$ cat src/verilog/pic_regs.svh
`ifndef PIC_REGS_SVH
`define PIC_REGS_SVH

// ----------------------------------------
// register indices (byte address = index * 4)
// ----------------------------------------
`define PIC_IDX_EDGE 8'h88
`define PIC_IDX_PRIO0 8'h8a
`define PIC_IDX_PRIO1 8'h8b
`define PIC_IDX_PRIO2 8'h8c
`define PIC_IDX_PRIO3 8'h8d
`define PIC_IDX_GATES 8'ha8
`define PIC_IDX_PIN_GATES 8'hd1
`define PIC_IDX_PIN_PEND 8'hd2
`define PIC_IDX_UART 8'he0
`define PIC_IDX_EXT_A 8'he1
`define PIC_IDX_INSERVICE 8'he2

// ----------------------------------------
// field positions
// ----------------------------------------
`define PIC_GATE_GLOBAL 7
`define PIC_GATE_CLOCK_ALARM 6
`define PIC_GATE_MISSING_CLOCK 5
`define PIC_GATE_UART 4
`define PIC_GATE_SPI 3
`define PIC_GATE_EXT_B 2
`define PIC_GATE_THERMAL 1
`define PIC_GATE_EXT_A 0
`define PIC_EDGE_A_LSB 0
`define PIC_EDGE_B_LSB 3
`define PIC_EDGE_WR_MASK 5'h1b
`define PIC_EXT_A_PEND_BIT 0
`define PIC_EXT_A_SEL_LSB 1
`define PIC_UART_RX_BIT 0
`define PIC_UART_TX_BIT 1

// ----------------------------------------
// reset values
// ----------------------------------------
`define PIC_EDGE_RST 5'h00
`define PIC_PRIO_RST 32'h0000_0000
`define PIC_GATES_RST 8'h00
`define PIC_PIN_GATES_RST 8'h00
`define PIC_PIN_PEND_RST 8'h00

// ----------------------------------------
// vectors
// ----------------------------------------
`define PIC_VEC_RESET 16'h0000
`define PIC_VEC_BASE 16'h0003
`define PIC_VEC_LAST 16'h007b

`endif

$ cat src/verilog/pic_pkg.sv
package pic_pkg;

	typedef enum logic [1:0] {
		PIC_EDGE_RISE = 2'b00,
		PIC_EDGE_FALL = 2'b01,
		PIC_EDGE_BOTH = 2'b10,
		PIC_EDGE_ANY = 2'b11
	} pic_edge_t;

	typedef struct packed {
		logic s1;
		logic s2;
		logic prev;
	} pic_sync_t;

	typedef struct packed {
		logic ack;
		logic [7:0] rdata;
		logic [4:0] edge_sel;
		logic [31:0] prio;
		logic [7:0] gates;
		logic [7:0] pin_gates;
		logic [7:0] pin_pend;
		logic ext_a_pend;
		logic [2:0] pin_sel;
		logic [1:0] uart;
		logic [3:0] isr;
		logic req;
		logic [3:0] src;
		logic [1:0] lvl;
		logic [15:0] vec;
	} pic_state_t;

endpackage

$ cat src/verilog/pic_edge_detect.sv
module pic_edge_detect (
	// clock and reset
	input wire logic ref_clk,
	input wire logic rst,
	// pin and mode
	input wire logic pin_i,
	input wire pic_pkg::pic_edge_t mode_i,
	// detected edge
	output logic edge_o
);
	import pic_pkg::*;

	pic_sync_t st_q;
	pic_sync_t st_d;

	always_comb begin
		st_d.s1 = pin_i;
		st_d.s2 = st_q.s1;
		st_d.prev = st_q.s2;
	end

	always_ff @(posedge ref_clk or posedge rst) begin
		if (rst) begin
			st_q <= '0;
		end else begin
			st_q <= st_d;
		end
	end

	// edge select decode
	always_comb begin
		case (mode_i)
			PIC_EDGE_RISE: begin
				edge_o = st_q.s2 & ~st_q.prev;
			end
			PIC_EDGE_FALL: begin
				edge_o = ~st_q.s2 & st_q.prev;
			end
			default: begin
				edge_o = st_q.s2 ^ st_q.prev;
			end
		endcase
	end

	a_rise_only: assert property (@(posedge ref_clk) disable iff (rst)
		(edge_o && mode_i == PIC_EDGE_RISE) |-> (st_q.s2 && !st_q.prev))
		else $error("rising mode fired without a rising edge");
	a_fall_only: assert property (@(posedge ref_clk) disable iff (rst)
		(edge_o && mode_i == PIC_EDGE_FALL) |-> (!st_q.s2 && st_q.prev))
		else $error("falling mode fired without a falling edge");
endmodule

$ cat src/verilog/pic_arbiter.sv
module pic_arbiter (
	// requests and levels
	input wire logic [15:0] active_i,
	input wire logic [31:0] prio_i,
	// winner
	output logic valid_o,
	output logic [3:0] idx_o,
	output logic [1:0] lvl_o
);
	import pic_pkg::*;

	// scan from top index down so a lower index wins a tie
	always_comb begin
		valid_o = 1'b0;
		idx_o = 4'h0;
		lvl_o = 2'h0;
		for (int i = 15; i >= 0; i--) begin
			if (active_i[i] && (!valid_o || prio_i[2*i +: 2] >= lvl_o)) begin
				valid_o = 1'b1;
				idx_o = 4'(i);
				lvl_o = prio_i[2*i +: 2];
			end
		end
	end
endmodule

$ cat src/verilog/pic_ctrl.sv
`include "pic_regs.svh"

// Behaviour
// - sixteen sources, each with its own two-bit priority slot
// - hardware sets a pending flag on pin edges and uart done; other sources request at their input level
// - request only when global gate, source gate and flag are all one
// - higher level preempts; equal level never; lower resumes after higher finishes
// - levels 0 lowest to 3 highest; all priority fields reset to 0
// - highest level wins; ties go to the lower source index
// - flags set while disabled stay pending and request once enabled
// - edge select: 00 rising, 01 falling, 1x both; fields [1:0] and [4:3]
// - external A: one pin of eight by select, one vector, flag, gate
// - external B: eight pins, own flags and gates, one vector and group gate
// - reset vector 0x0000; sources from 0x0003 in steps of eight to 0x007b
// - reset is always enabled, has no flag and no priority field
// - priority registers hold four fields, source 0 in the lowest
// - shared sources merge into one vector and priority slot; a periph_flag_i input keeps its own periph_gate_i gate
// - ordinary flags clear on written 0; written 1 does nothing
// - uart done flags may also be set by software and then request
// - gate register: global at bit 7, then seven gates down to 0, bit 5 the missing clock gate output
// - pin gate bits 7..0 map to the eight external B pins
// - pin pending register uses the same map and resets to zero
module pic_ctrl (
	// clock and reset
	input wire logic ref_clk,
	input wire logic rst,
	// wishbone slave
	input wire logic wb_cyc_i,
	input wire logic wb_stb_i,
	input wire logic wb_we_i,
	input wire logic [11:0] wb_adr_i,
	input wire logic [3:0] wb_sel_i,
	input wire logic [31:0] wb_dat_i,
	output logic [31:0] wb_dat_o,
	output logic wb_ack_o,
	// peripheral sources
	input wire logic [15:0] periph_flag_i,
	input wire logic [15:0] periph_gate_i,
	input wire logic thermal_shutdown_i,
	input wire logic clock_alarm_i,
	input wire logic spi_flag_i,
	input wire logic uart_rx_done_i,
	input wire logic uart_tx_done_i,
	// external pins
	input wire logic [7:0] ext_a_irq_i,
	input wire logic [7:0] ext_b_irq_i,
	// cpu side
	input wire logic irq_take_i,
	input wire logic irq_done_i,
	output logic irq_req_o,
	output logic [15:0] irq_vector_o,
	output logic [1:0] irq_level_o,
	// status to peripherals
	output logic [1:0] uart_done_flags_o,
	output logic missing_clock_gate_o
);
	import pic_pkg::*;

	pic_state_t st_q;
	pic_state_t st_d;

	logic acc;
	logic wr;
	logic [7:0] idx;
	logic [7:0] wdat;
	logic [8:0] edge_pin;
	logic [8:0] edge_hit;
	logic [15:0] active;
	logic win_valid;
	logic [3:0] win_idx;
	logic [1:0] win_lvl;
	logic ext_a_pin;
	logic [3:0] isr_top;
	logic take;
	logic win_ok;

	// ----------------------------------------
	// bus decode
	// ----------------------------------------
	assign acc = wb_cyc_i & wb_stb_i & ~st_q.ack;
	assign wr = acc & wb_we_i & wb_sel_i[0];
	assign idx = wb_adr_i[9:2];
	assign wdat = wb_dat_i[7:0];
	assign wb_ack_o = st_q.ack;
	assign wb_dat_o = {24'h000000, st_q.rdata};

	// ----------------------------------------
	// pin edge detection
	// ----------------------------------------
	assign ext_a_pin = ext_a_irq_i[st_q.pin_sel];

	generate
		for (genvar g = 0; g < 9; g++) begin : g_pin
			if (g == 0) begin : g_a
				assign edge_pin[g] = ext_a_pin;
				pic_edge_detect u_edge (
					.ref_clk(ref_clk),
					.rst(rst),
					.pin_i(edge_pin[g]),
					.mode_i(pic_edge_t'(st_q.edge_sel[`PIC_EDGE_A_LSB +: 2])),
					.edge_o(edge_hit[g])
				);
			end else begin : g_b
				assign edge_pin[g] = ext_b_irq_i[g-1];
				pic_edge_detect u_edge (
					.ref_clk(ref_clk),
					.rst(rst),
					.pin_i(edge_pin[g]),
					.mode_i(pic_edge_t'(st_q.edge_sel[`PIC_EDGE_B_LSB +: 2])),
					.edge_o(edge_hit[g])
				);
			end
		end
	endgenerate

	// ----------------------------------------
	// per-source requests
	// ----------------------------------------
	always_comb begin
		active = periph_flag_i & periph_gate_i;
		active[0] = active[0] | (thermal_shutdown_i & st_q.gates[`PIC_GATE_THERMAL]);
		active[1] = active[1] | (st_q.ext_a_pend & st_q.gates[`PIC_GATE_EXT_A]);
		active[2] = active[2] | ((|(st_q.pin_pend & st_q.pin_gates)) & st_q.gates[`PIC_GATE_EXT_B]);
		active[8] = active[8] | (clock_alarm_i & st_q.gates[`PIC_GATE_CLOCK_ALARM]);
		active[13] = active[13] | ((|st_q.uart) & st_q.gates[`PIC_GATE_UART]);
		active[14] = active[14] | (spi_flag_i & st_q.gates[`PIC_GATE_SPI]);
		active = active & {16{st_q.gates[`PIC_GATE_GLOBAL]}};
	end

	pic_arbiter u_arb (
		.active_i(active),
		.prio_i(st_q.prio),
		.valid_o(win_valid),
		.idx_o(win_idx),
		.lvl_o(win_lvl)
	);

	// ----------------------------------------
	// independent winner check
	// ----------------------------------------
	// drops win_ok when some active source should have beaten the pick
	always_comb begin
		win_ok = win_valid;
		for (int i = 0; i < 16; i++) begin
			if (active[i] && (st_q.prio[2*i +: 2] > win_lvl ||
				(st_q.prio[2*i +: 2] == win_lvl && 4'(i) < win_idx))) begin
				win_ok = 1'b0;
			end
		end
	end

	// highest in-service level, one-hot
	always_comb begin
		isr_top = 4'h0;
		for (int l = 0; l < 4; l++) begin
			if (st_q.isr[l]) begin
				isr_top = 4'h1 << l;
			end
		end
	end

	assign take = irq_take_i & st_q.req;

	// ----------------------------------------
	// next state
	// ----------------------------------------
	always_comb begin
		st_d = st_q;
		st_d.ack = acc;
		if (acc) begin
			if (idx == `PIC_IDX_EDGE) begin
				st_d.rdata = {3'h0, st_q.edge_sel};
			end else if (idx == `PIC_IDX_PRIO0) begin
				st_d.rdata = st_q.prio[7:0];
			end else if (idx == `PIC_IDX_PRIO1) begin
				st_d.rdata = st_q.prio[15:8];
			end else if (idx == `PIC_IDX_PRIO2) begin
				st_d.rdata = st_q.prio[23:16];
			end else if (idx == `PIC_IDX_PRIO3) begin
				st_d.rdata = st_q.prio[31:24];
			end else if (idx == `PIC_IDX_GATES) begin
				st_d.rdata = st_q.gates;
			end else if (idx == `PIC_IDX_PIN_GATES) begin
				st_d.rdata = st_q.pin_gates;
			end else if (idx == `PIC_IDX_PIN_PEND) begin
				st_d.rdata = st_q.pin_pend;
			end else if (idx == `PIC_IDX_UART) begin
				st_d.rdata = {6'h00, st_q.uart};
			end else if (idx == `PIC_IDX_EXT_A) begin
				st_d.rdata = {4'h0, st_q.pin_sel, st_q.ext_a_pend};
			end else if (idx == `PIC_IDX_INSERVICE) begin
				st_d.rdata = {4'h0, st_q.isr};
			end else begin
				st_d.rdata = 8'h00;
			end
			if (wb_adr_i[11:10] != 2'h0) begin
				st_d.rdata = 8'h00;
			end
		end
		if (wr && wb_adr_i[11:10] == 2'h0) begin
			if (idx == `PIC_IDX_EDGE) begin
				st_d.edge_sel = wdat[4:0] & `PIC_EDGE_WR_MASK;
			end else if (idx == `PIC_IDX_PRIO0) begin
				st_d.prio[7:0] = wdat;
			end else if (idx == `PIC_IDX_PRIO1) begin
				st_d.prio[15:8] = wdat;
			end else if (idx == `PIC_IDX_PRIO2) begin
				st_d.prio[23:16] = wdat;
			end else if (idx == `PIC_IDX_PRIO3) begin
				st_d.prio[31:24] = wdat;
			end else if (idx == `PIC_IDX_GATES) begin
				st_d.gates = wdat;
			end else if (idx == `PIC_IDX_PIN_GATES) begin
				st_d.pin_gates = wdat;
			end else if (idx == `PIC_IDX_PIN_PEND) begin
				st_d.pin_pend = st_q.pin_pend & wdat;
			end else if (idx == `PIC_IDX_UART) begin
				st_d.uart = wdat[1:0];
			end else if (idx == `PIC_IDX_EXT_A) begin
				st_d.ext_a_pend = st_q.ext_a_pend & wdat[`PIC_EXT_A_PEND_BIT];
				st_d.pin_sel = wdat[`PIC_EXT_A_SEL_LSB +: 3];
			end
		end
		// hardware set wins over a same-cycle clear
		st_d.pin_pend = st_d.pin_pend | edge_hit[8:1];
		st_d.ext_a_pend = st_d.ext_a_pend | edge_hit[0];
		st_d.uart = st_d.uart | {uart_tx_done_i, uart_rx_done_i};
		// nesting: finish pops the top level, take pushes the taken one
		if (irq_done_i) begin
			st_d.isr = st_q.isr & ~isr_top;
		end
		if (take) begin
			st_d.isr = st_d.isr | (4'h1 << st_q.lvl);
		end
		st_d.req = win_valid && ((st_d.isr & (4'hf << win_lvl)) == 4'h0);
		// vector and level keep their last value while nothing requests
		if (win_valid) begin
			st_d.src = win_idx;
			st_d.lvl = win_lvl;
			st_d.vec = 16'(`PIC_VEC_BASE + {9'h000, win_idx, 3'h0});
		end
	end

	// ----------------------------------------
	// state register
	// ----------------------------------------
	always_ff @(posedge ref_clk or posedge rst) begin
		if (rst) begin
			st_q <= '0;
			st_q.edge_sel <= `PIC_EDGE_RST;
			st_q.prio <= `PIC_PRIO_RST;
			st_q.gates <= `PIC_GATES_RST;
			st_q.pin_gates <= `PIC_PIN_GATES_RST;
			st_q.pin_pend <= `PIC_PIN_PEND_RST;
			st_q.vec <= `PIC_VEC_RESET;
		end else begin
			st_q <= st_d;
		end
	end

	assign irq_req_o = st_q.req;
	assign irq_vector_o = st_q.vec;
	assign irq_level_o = st_q.lvl;
	assign uart_done_flags_o = st_q.uart;
	assign missing_clock_gate_o = st_q.gates[`PIC_GATE_MISSING_CLOCK];

	// ----------------------------------------
	// assertions
	// ----------------------------------------
	a_ack_single: assert property (@(posedge ref_clk) disable iff (rst)
		wb_ack_o |=> !wb_ack_o)
		else $error("ack held for more than one cycle");
	a_ack_next: assert property (@(posedge ref_clk) disable iff (rst)
		(wb_cyc_i && wb_stb_i && !wb_ack_o) |=> wb_ack_o)
		else $error("bus access not acknowledged next cycle");
	a_req_gated: assert property (@(posedge ref_clk) disable iff (rst)
		irq_req_o |-> $past(st_q.gates[`PIC_GATE_GLOBAL]))
		else $error("request raised with global gate off");
	a_no_equal_preempt: assert property (@(posedge ref_clk) disable iff (rst)
		irq_req_o |-> ((st_q.isr & (4'hf << st_q.lvl)) == 4'h0))
		else $error("request at or below an in-service level");
	a_take_pushes: assert property (@(posedge ref_clk) disable iff (rst)
		(take && !irq_done_i) |=> st_q.isr[$past(st_q.lvl)] && (!irq_req_o || irq_level_o > $past(st_q.lvl)))
		else $error("taken level not marked in service");
	a_done_pops: assert property (@(posedge ref_clk) disable iff (rst)
		(irq_done_i && !take && st_q.isr != 4'h0) |=> ($countones(st_q.isr) == $countones($past(st_q.isr)) - 1))
		else $error("completion did not restore previous level");
	a_vector_map: assert property (@(posedge ref_clk) disable iff (rst)
		irq_req_o |-> (irq_vector_o == 16'(`PIC_VEC_BASE + {9'h000, st_q.src, 3'h0}) && irq_vector_o <= `PIC_VEC_LAST))
		else $error("vector outside the source table");
	a_win_level: assert property (@(posedge ref_clk) disable iff (rst)
		(|active) |-> (win_valid && active[win_idx] && win_ok && st_q.prio[2*win_idx +: 2] == win_lvl))
		else $error("arbiter winner inconsistent");
	generate
		for (genvar p = 0; p < 8; p++) begin : g_pin_chk
			a_edge_sets_pin: assert property (@(posedge ref_clk) disable iff (rst)
				edge_hit[p+1] |=> st_q.pin_pend[p])
				else $error("pin edge did not set its flag");
		end
	endgenerate
	a_write_one_keeps: assert property (@(posedge ref_clk) disable iff (rst)
		(wr && idx == `PIC_IDX_PIN_PEND && wb_adr_i[11:10] == 2'h0 && wdat == 8'hff && edge_hit[8:1] == 8'h00)
			|=> st_q.pin_pend == $past(st_q.pin_pend))
		else $error("writing one changed a pending flag");
	a_uart_soft_set: assert property (@(posedge ref_clk) disable iff (rst)
		(wr && idx == `PIC_IDX_UART && wb_adr_i[11:10] == 2'h0 && wdat[0]) |=> st_q.uart[0])
		else $error("software set of uart flag lost");
	a_req_rises: assert property (@(posedge ref_clk) disable iff (rst)
		(win_valid && st_q.isr == 4'h0 && !take) |=> irq_req_o)
		else $error("enabled pending source not requested");
	a_gate_blocks: assert property (@(posedge ref_clk) disable iff (rst)
		!st_q.gates[`PIC_GATE_GLOBAL] |=> !irq_req_o)
		else $error("request while global gate closed");
	a_ext_a_sets: assert property (@(posedge ref_clk) disable iff (rst)
		edge_hit[0] |=> st_q.ext_a_pend)
		else $error("external a edge did not set its flag");
	a_pend_sticky: assert property (@(posedge ref_clk) disable iff (rst)
		(st_q.pin_pend != 8'h00 && !(wr && idx == `PIC_IDX_PIN_PEND))
			|=> ((st_q.pin_pend & $past(st_q.pin_pend)) == $past(st_q.pin_pend)))
		else $error("pending flag dropped without a write");
	a_clear_zero: assert property (@(posedge ref_clk) disable iff (rst)
		(wr && idx == `PIC_IDX_PIN_PEND && wb_adr_i[11:10] == 2'h0 && wdat == 8'h00 && edge_hit[8:1] == 8'h00)
			|=> st_q.pin_pend == 8'h00)
		else $error("writing zero did not clear pending flags");
	a_uart_rx_hw: assert property (@(posedge ref_clk) disable iff (rst)
		uart_rx_done_i |=> st_q.uart[0])
		else $error("hardware set of uart rx flag lost");
	a_uart_tx_hw: assert property (@(posedge ref_clk) disable iff (rst)
		uart_tx_done_i |=> st_q.uart[1])
		else $error("hardware set of uart tx flag lost");
	a_prio_write: assert property (@(posedge ref_clk) disable iff (rst)
		(wr && idx == `PIC_IDX_PRIO0 && wb_adr_i[11:10] == 2'h0) |=> st_q.prio[7:0] == $past(wdat))
		else $error("priority field write lost");

	c_nested: cover property (@(posedge ref_clk) disable iff (rst) $countones(st_q.isr) >= 2);
	c_take: cover property (@(posedge ref_clk) disable iff (rst) take);
	c_pin_flag: cover property (@(posedge ref_clk) disable iff (rst) st_q.pin_pend != 8'h00);
	c_uart_req: cover property (@(posedge ref_clk) disable iff (rst) irq_req_o && st_q.src == 4'hd);
	c_ext_a: cover property (@(posedge ref_clk) disable iff (rst) st_q.ext_a_pend);
endmodule

$ cat config.mk
export PLATFORM = sky130hd
export DESIGN_NAME = pic_ctrl
export DESIGN_NICKNAME = d
export VERILOG_FILES = /design/src/verilog/pic_pkg.sv /design/src/verilog/pic_edge_detect.sv /design/src/verilog/pic_arbiter.sv /design/src/verilog/pic_ctrl.sv
export VERILOG_INCLUDE_DIRS = /design/src /design/src/verilog
export SDC_FILE = /design/constraint.sdc
export NUM_CORES = 1
export LEC_CHECK = 0
export BUFFER_PORTS_ARGS = -buffer_cell sky130_fd_sc_hd__buf_2
export CAP_MARGIN = 20
export CORE_MARGIN = 2
export CORE_UTILIZATION = 30
export DETAILED_ROUTE_END_ITERATION = 8
export HOLD_SLACK_MARGIN = 0.05
export RECOVER_POWER = 100
export REMOVE_ABC_BUFFERS = 1
export SLEW_MARGIN = 20
export SYNTH_ARGS = -nofsm -noshare
export SYNTH_HDL_FRONTEND = slang
export SYNTH_HIERARCHICAL = 1
export SYNTH_SLANG_ARGS = --single-unit
$ cat constraint.sdc
create_clock -name ref_clk -period 47.9 [get_ports ref_clk]
set_input_delay 4.79 -clock ref_clk [delete_from_list [all_inputs] [get_ports ref_clk]]
set_output_delay 4.79 -clock ref_clk [all_outputs]
set_load 0.02 [all_outputs]
# Word-level counts from Yosys, hierarchy flattened
# Cells that the tools add are included.
[op_classes] addsub=1 n_mul=0 div=0 n_lt_le_gt_ge=16 n_eq_ne=13 shift=2 n_mux=90 n_bitwise=84 reduce_logical=62
[ops] op="14-bit two-way mux" n=8
[ops] op="4-bit two-way mux" n=26
[ops] op="8-bit == test, second input constant" n=11
[ops] op="8-bit two-way mux" n=10
[ops] op="2-bit two-way mux" n=17
[ops] op="16-bit AND" n=2
[ops] op="1-bit AND" n=30
[ops] op="2-bit >= comparator" n=15
[ops] op="1-bit NOT" n=28
[ops] op="1-bit two-way mux" n=18
[ops] op="1-bit case mux with 2 select lines" n=9
[ops] op="1-bit logical AND" n=17
[ops] op="8-bit AND" n=2
[ops] op="1-bit logical NOT" n=15
[ops] op="1-bit logical OR" n=15
[ops] op="11-bit AND reduction" n=1
[ops] op="1-bit XOR" n=9
[ops] op="2-bit by 7-bit adder with 8-bit output, first input constant" n=1
[ops] op="4-bit AND" n=2
[ops] op="8-bit OR" n=1
[ops] op="8-bit AND reduction" n=1
[ops] op="8-bit OR reduction" n=1
[ops] op="1-bit OR" n=7
[ops] op="7-bit AND reduction" n=1
[ops] op="other kinds (18)" n=21
[totals] ff_bits=125 latchBits=0 ramBits=0 romBits=0 output_inout_bits=55 elab_cells=312 memories=0

# Logic depth before layout (Yosys ltp)
[logic_depth] depth_word=70 depth_mapped=103

# Modules after synthesis
# Netlist, hierarchy kept.
[modules_own_cells] module="pic_ctrl" n_inst=1 cells_per_inst=475 area_per_inst_um2=4996.0
[modules_own_cells] module="pic_arbiter" n_inst=1 cells_per_inst=232 area_per_inst_um2=1691.6
[modules_own_cells] module="pic_edge_detect" n_inst=9 cells_per_inst=10 area_per_inst_um2=131.4

# Worst setup path before layout
# OpenSTA, ideal clock, no wires.
[synth_path] kind="input port to flip-flop" startpoint="input periph_flag_i[15]" endpoint="register st_q, in the netlist irq_req_o" setup_time_ps=125 arrival_ps=22844 required_ps=47775 setup_slack_ps=24931 cell_stages=96 path_buffers=3 cell_sequence="and3_1 > buf_4 > and2_1 > ha_1 > nor2b_1 > o22ai_2 > mux2_4 > ha_1 > a211o_1 > a221oi_4 > a31oi_1 > ha_1 > nor3b_1 > o21bai_1 > o32ai_1 > a31oi_4 > inv_2 > ha_1 > (+60 left out) > o31a_1 > nor2_1 > ha_1 > nand2b_1 > a21oi_1 > nand2_1 > and2_1 > buf_4 > o31ai_1 > ha_1 > nand2b_1 > a21oi_1 > o21ai_0 > nand2_1 > nand2_1 > o31ai_1 > inv_1 > a2111oi_0"
[synth_rtl] item="start, declared" line="pic_ctrl.sv:37" text="input wire logic [15:0] periph_flag_i,"
[synth_rtl] item="end signal, assigned" line="pic_ctrl.sv:257" text="st_q <= st_d;"
[synth_rtl] item="end, declared" line="pic_ctrl.sv:59" text="pic_state_t st_q;"

==> qor.txt <==
GRT
----------------------------------------------------------------------------------------
Total global routing track utilization                                             15.5%
Number of antenna violations at the first check in global routing                      0
Via count of the first global-routing pass                                         5,959
Largest net degree at the start of global routing                                     58
Global-route wire length before repair                                           33.5 mm
Leftover overflow at the end of global routing                                         0

DETAILED ROUTING
----------------------------------------------------------------------------------------
Initial drt markers                                                                  367
Number of iterations in the first detailed-routing pass                                4
Number of remaining DRC errors                                                         0
Routed length per placed instance                                                17.7 um
Average vias per placed instance                                                    5.08
Detailed-route wire length                                                       21.6 mm
Total via count after detailed routing                                             6,204
Post-route ant nets                                                                    0

CLOCK NETWORK
----------------------------------------------------------------------------------------
Clock-pin slew on the worst setup and hold paths                                   50 ps
Sinks on Clock Net                                                                   114
Worst skew pair latency                                                           420 ps
H-tree depth reported by CTS                                                           4
Inserted Clock Buffers                                                                17
# hold bufs at CTS                                                                     0
Maximum root-to-sink buffer count                                                      2
Buffer type at the clock tree root                                             clkbuf_16
Quantity of gates resized following cts                                                0
Buffer count from post-CTS setup fixing                                                0
Clock tree from TritonCTS                                                          built

SYNTHESIS
----------------------------------------------------------------------------------------
Number of enable flip-flop cells after synthesis                                       0
Synth async-reset ratio                                                             100%
Number of distinct standard cells referenced by the synthesized netlist               92
Top cell type's share of synthesized area                                          36.2%
Dominant synthesized flop cell                                                   dfrtp_1
Leading area contributor after synthesis                                         dfrtp_1
Sequential share of the synthesized area                                           36.2%
Most area-consuming cells after synthesis                                   dfrtp_1, mux2_2, ha_1
Ys Warns                                                                               6
Post-Syn Area                                                                  7870 um^2
Number of instances in the synthesized netlist                                       797
Mean post-synth cell area                                                      9.87 um^2
Yosys reg bits                                                                       114

STA
----------------------------------------------------------------------------------------
Max Transition Viols Final                                                           121
Final worst slack                                                              22,660 ps
Clock Skews                                                                      5.73 ps
Total count of hold-check failures in the final report                                 0
Share of the clock period used by the worst path after layout                      52.7%
Slew at the pin closest to its max-slew limit                                    3150 ps
Minimum hold slack                                                                346 ps
Unrepaired setup endpoints after global routing                                       no
Maximum clock frequency                                                       0.0396 GHz
Relative slew slack                                                                -110%
Total negative slack                                                                0 ps
Final Critical Period                                                          25,240 ps
Final count of negative-setup-slack endpoints                                          0

PLACE
----------------------------------------------------------------------------------------
Number of input and output port buffers inserted                                      99
Cell area after placement                                                      8420 um^2
Placer congestion estimate                                                         0.882
Placed cells                                                                       1,190
Setup slack after placement                                                    22,870 ps
Total half-perimeter wirelength after legalization and detailed placement        16.6 mm

FLOORPLANNING
----------------------------------------------------------------------------------------
Core box area                                                                25,900 um^2
Die area                                                                     27,500 um^2
Initial Util                                                                       30.4%
Vertical extent of the die                                                        166 um
Horizontal die dimension                                                          166 um
I/O pin count                                                                        163
Standard-cell rows                                                                    59

CRITICAL PATH
----------------------------------------------------------------------------------------
Crit path max fanout                                                                   9
Data required time of the critical path                                        48,200 ps
Cell mode on critical path                                                          ha_1
Slowest stage cell on the critical path                                          o32ai_1
CP endpoint kind                                                                register
Crit path arrival time                                                         25,540 ps
CP peak stage delay                                                               510 ps
Startpoint class of the critical path                                       primary input
Flop-to-flop setup slack                                                       26,500 ps
Kind of critical path                                                          in -> reg

STATUS
----------------------------------------------------------------------------------------
Failing checks                                                              max-capacitance violations, max-slew violations
Run status                                                                  finished with violations

POWER
----------------------------------------------------------------------------------------
Static power due to leakage                                                      3.95 nW
Peak supply drop                                                                 22.8 uV
Design Power                                                                      246 uW
Cell Pwr Density                                                            27.7 nW/um^2

LAYOUT
----------------------------------------------------------------------------------------
Post-Layout Cell Count                                                             1,221
Final core utilization                                                             34.3%
Nets@finish                                                                        1,023
Final std cell area, no fill                                                   8880 um^2
Count of antenna diodes in the layout                                                  0
Commonest cells after routing, fill and taps aside                          dfrtp_1, buf_2, inv_1
Most common cell after layout, fill and taps aside                               dfrtp_1
Layout-stage area growth over the synthesis result                                 12.8%
Share of layout cells above drive strength 1                                       22.0%

FLOW RUN
----------------------------------------------------------------------------------------
Total of max-cap violations                                                            5

HOLD PATH
----------------------------------------------------------------------------------------
Classification of the worst-slack hold path                                   reg -> reg

## power by group
part,leakage (nW),switching (mW),internal (mW)
combinational,2.23,0.0131,0.00588
sequential,1.45,0.00132,0.0984
clock,0.282,0.0436,0.0839
total,3.95,0.0580,0.188
## synth_stat cells, types with 13 or more instances
master / instances
a21oi_1: 27
a22oi_1: 13
buf_4: 54
dfrtp_1: 114
ha_1: 41
inv_1: 64
mux2_2: 64
mux2i_1: 24
nand2_1: 40
nand2b_1: 27
nor2_1: 36
o21ai_0: 44
## critical path, delay by kind of cell
kind                       cells  cell delay (ps)
AOI/OAI and AO/OA             36             8270
adders and majority gates     15             4130
buffers and inverters          4              340
muxes                          7             2550
and+or+nand+nor               32             5400
## per-layer routing
| metal | global-route usage [%] | vias to the layer above | share of wire (%) |
|---|---|---|---|
| met5 | 0 | - | 0 |
| met4 | 5.52 | 0 | 2.0 |
| met3 | 2.65 | 24 | 4.7 |
| met2 | 25.6 | 188 | 47 |
| met1 | 20.6 | 3007 | 46 |
| li1 | - | 2985 | - |
## logic make-up after synthesis
logic type               share of synthesized area, %
AND/OR/NAND/NOR                                  16.6
AO/OA/AOI/OAI                                    17.6
buffers and inverters                            9.51
flip-flops                                       36.2
multiplexers                                     13.4
adder cells (fa/ha/maj)                          6.65
other                                          0.0476
## registers in the layout, summed over array words and instances, names as in the netlist
register,count
g_pin.g_b.u_edge/st_q,8
irq_vector_o,5
missing_clock_gate_o,1
st_q,67
wb_ack_o,1
irq_req_o,1
g_pin.g_a.u_edge/st_d,2
uart_done_flags_o,2
irq_level_o,2
wb_dat_o,8
g_pin.g_b.u_edge/st_d,16
g_pin.g_a.u_edge/st_q,1
## path summary, 6_finish.rpt
check | from | cells past startpoint | endpoint
min | g_pin[1].g_b.u_edge/st_d[1] | 0 | g_pin[1].g_b.u_edge/st_d[0]
max reg2reg | st_q[56] | 93 | irq_req_o
max in group asynchronous | rst | 3 | irq_vector_o[3]
min in group asynchronous | rst | 2 | g_pin[3].g_b.u_edge/st_d[1]
max | periph_flag_i[15] | 94 | irq_req_o
min reg2reg | g_pin[1].g_b.u_edge/st_d[1] | 0 | g_pin[1].g_b.u_edge/st_d[0]
## area by class of cell
| type | count | area, um^2 |
|---|---|---|
| well taps | 335 | 419 |
| clock inverters | 9 | 131 |
| repair buffers | 101 | 472 |
| multi-input cells | 574 | 4290 |
| inverters | 66 | 249 |
| fillers | 2645 | 17000 |
| clock buffers | 22 | 464 |
| flip-flops and latches | 114 | 2850 |
Power figures use the tool's default switching activity.
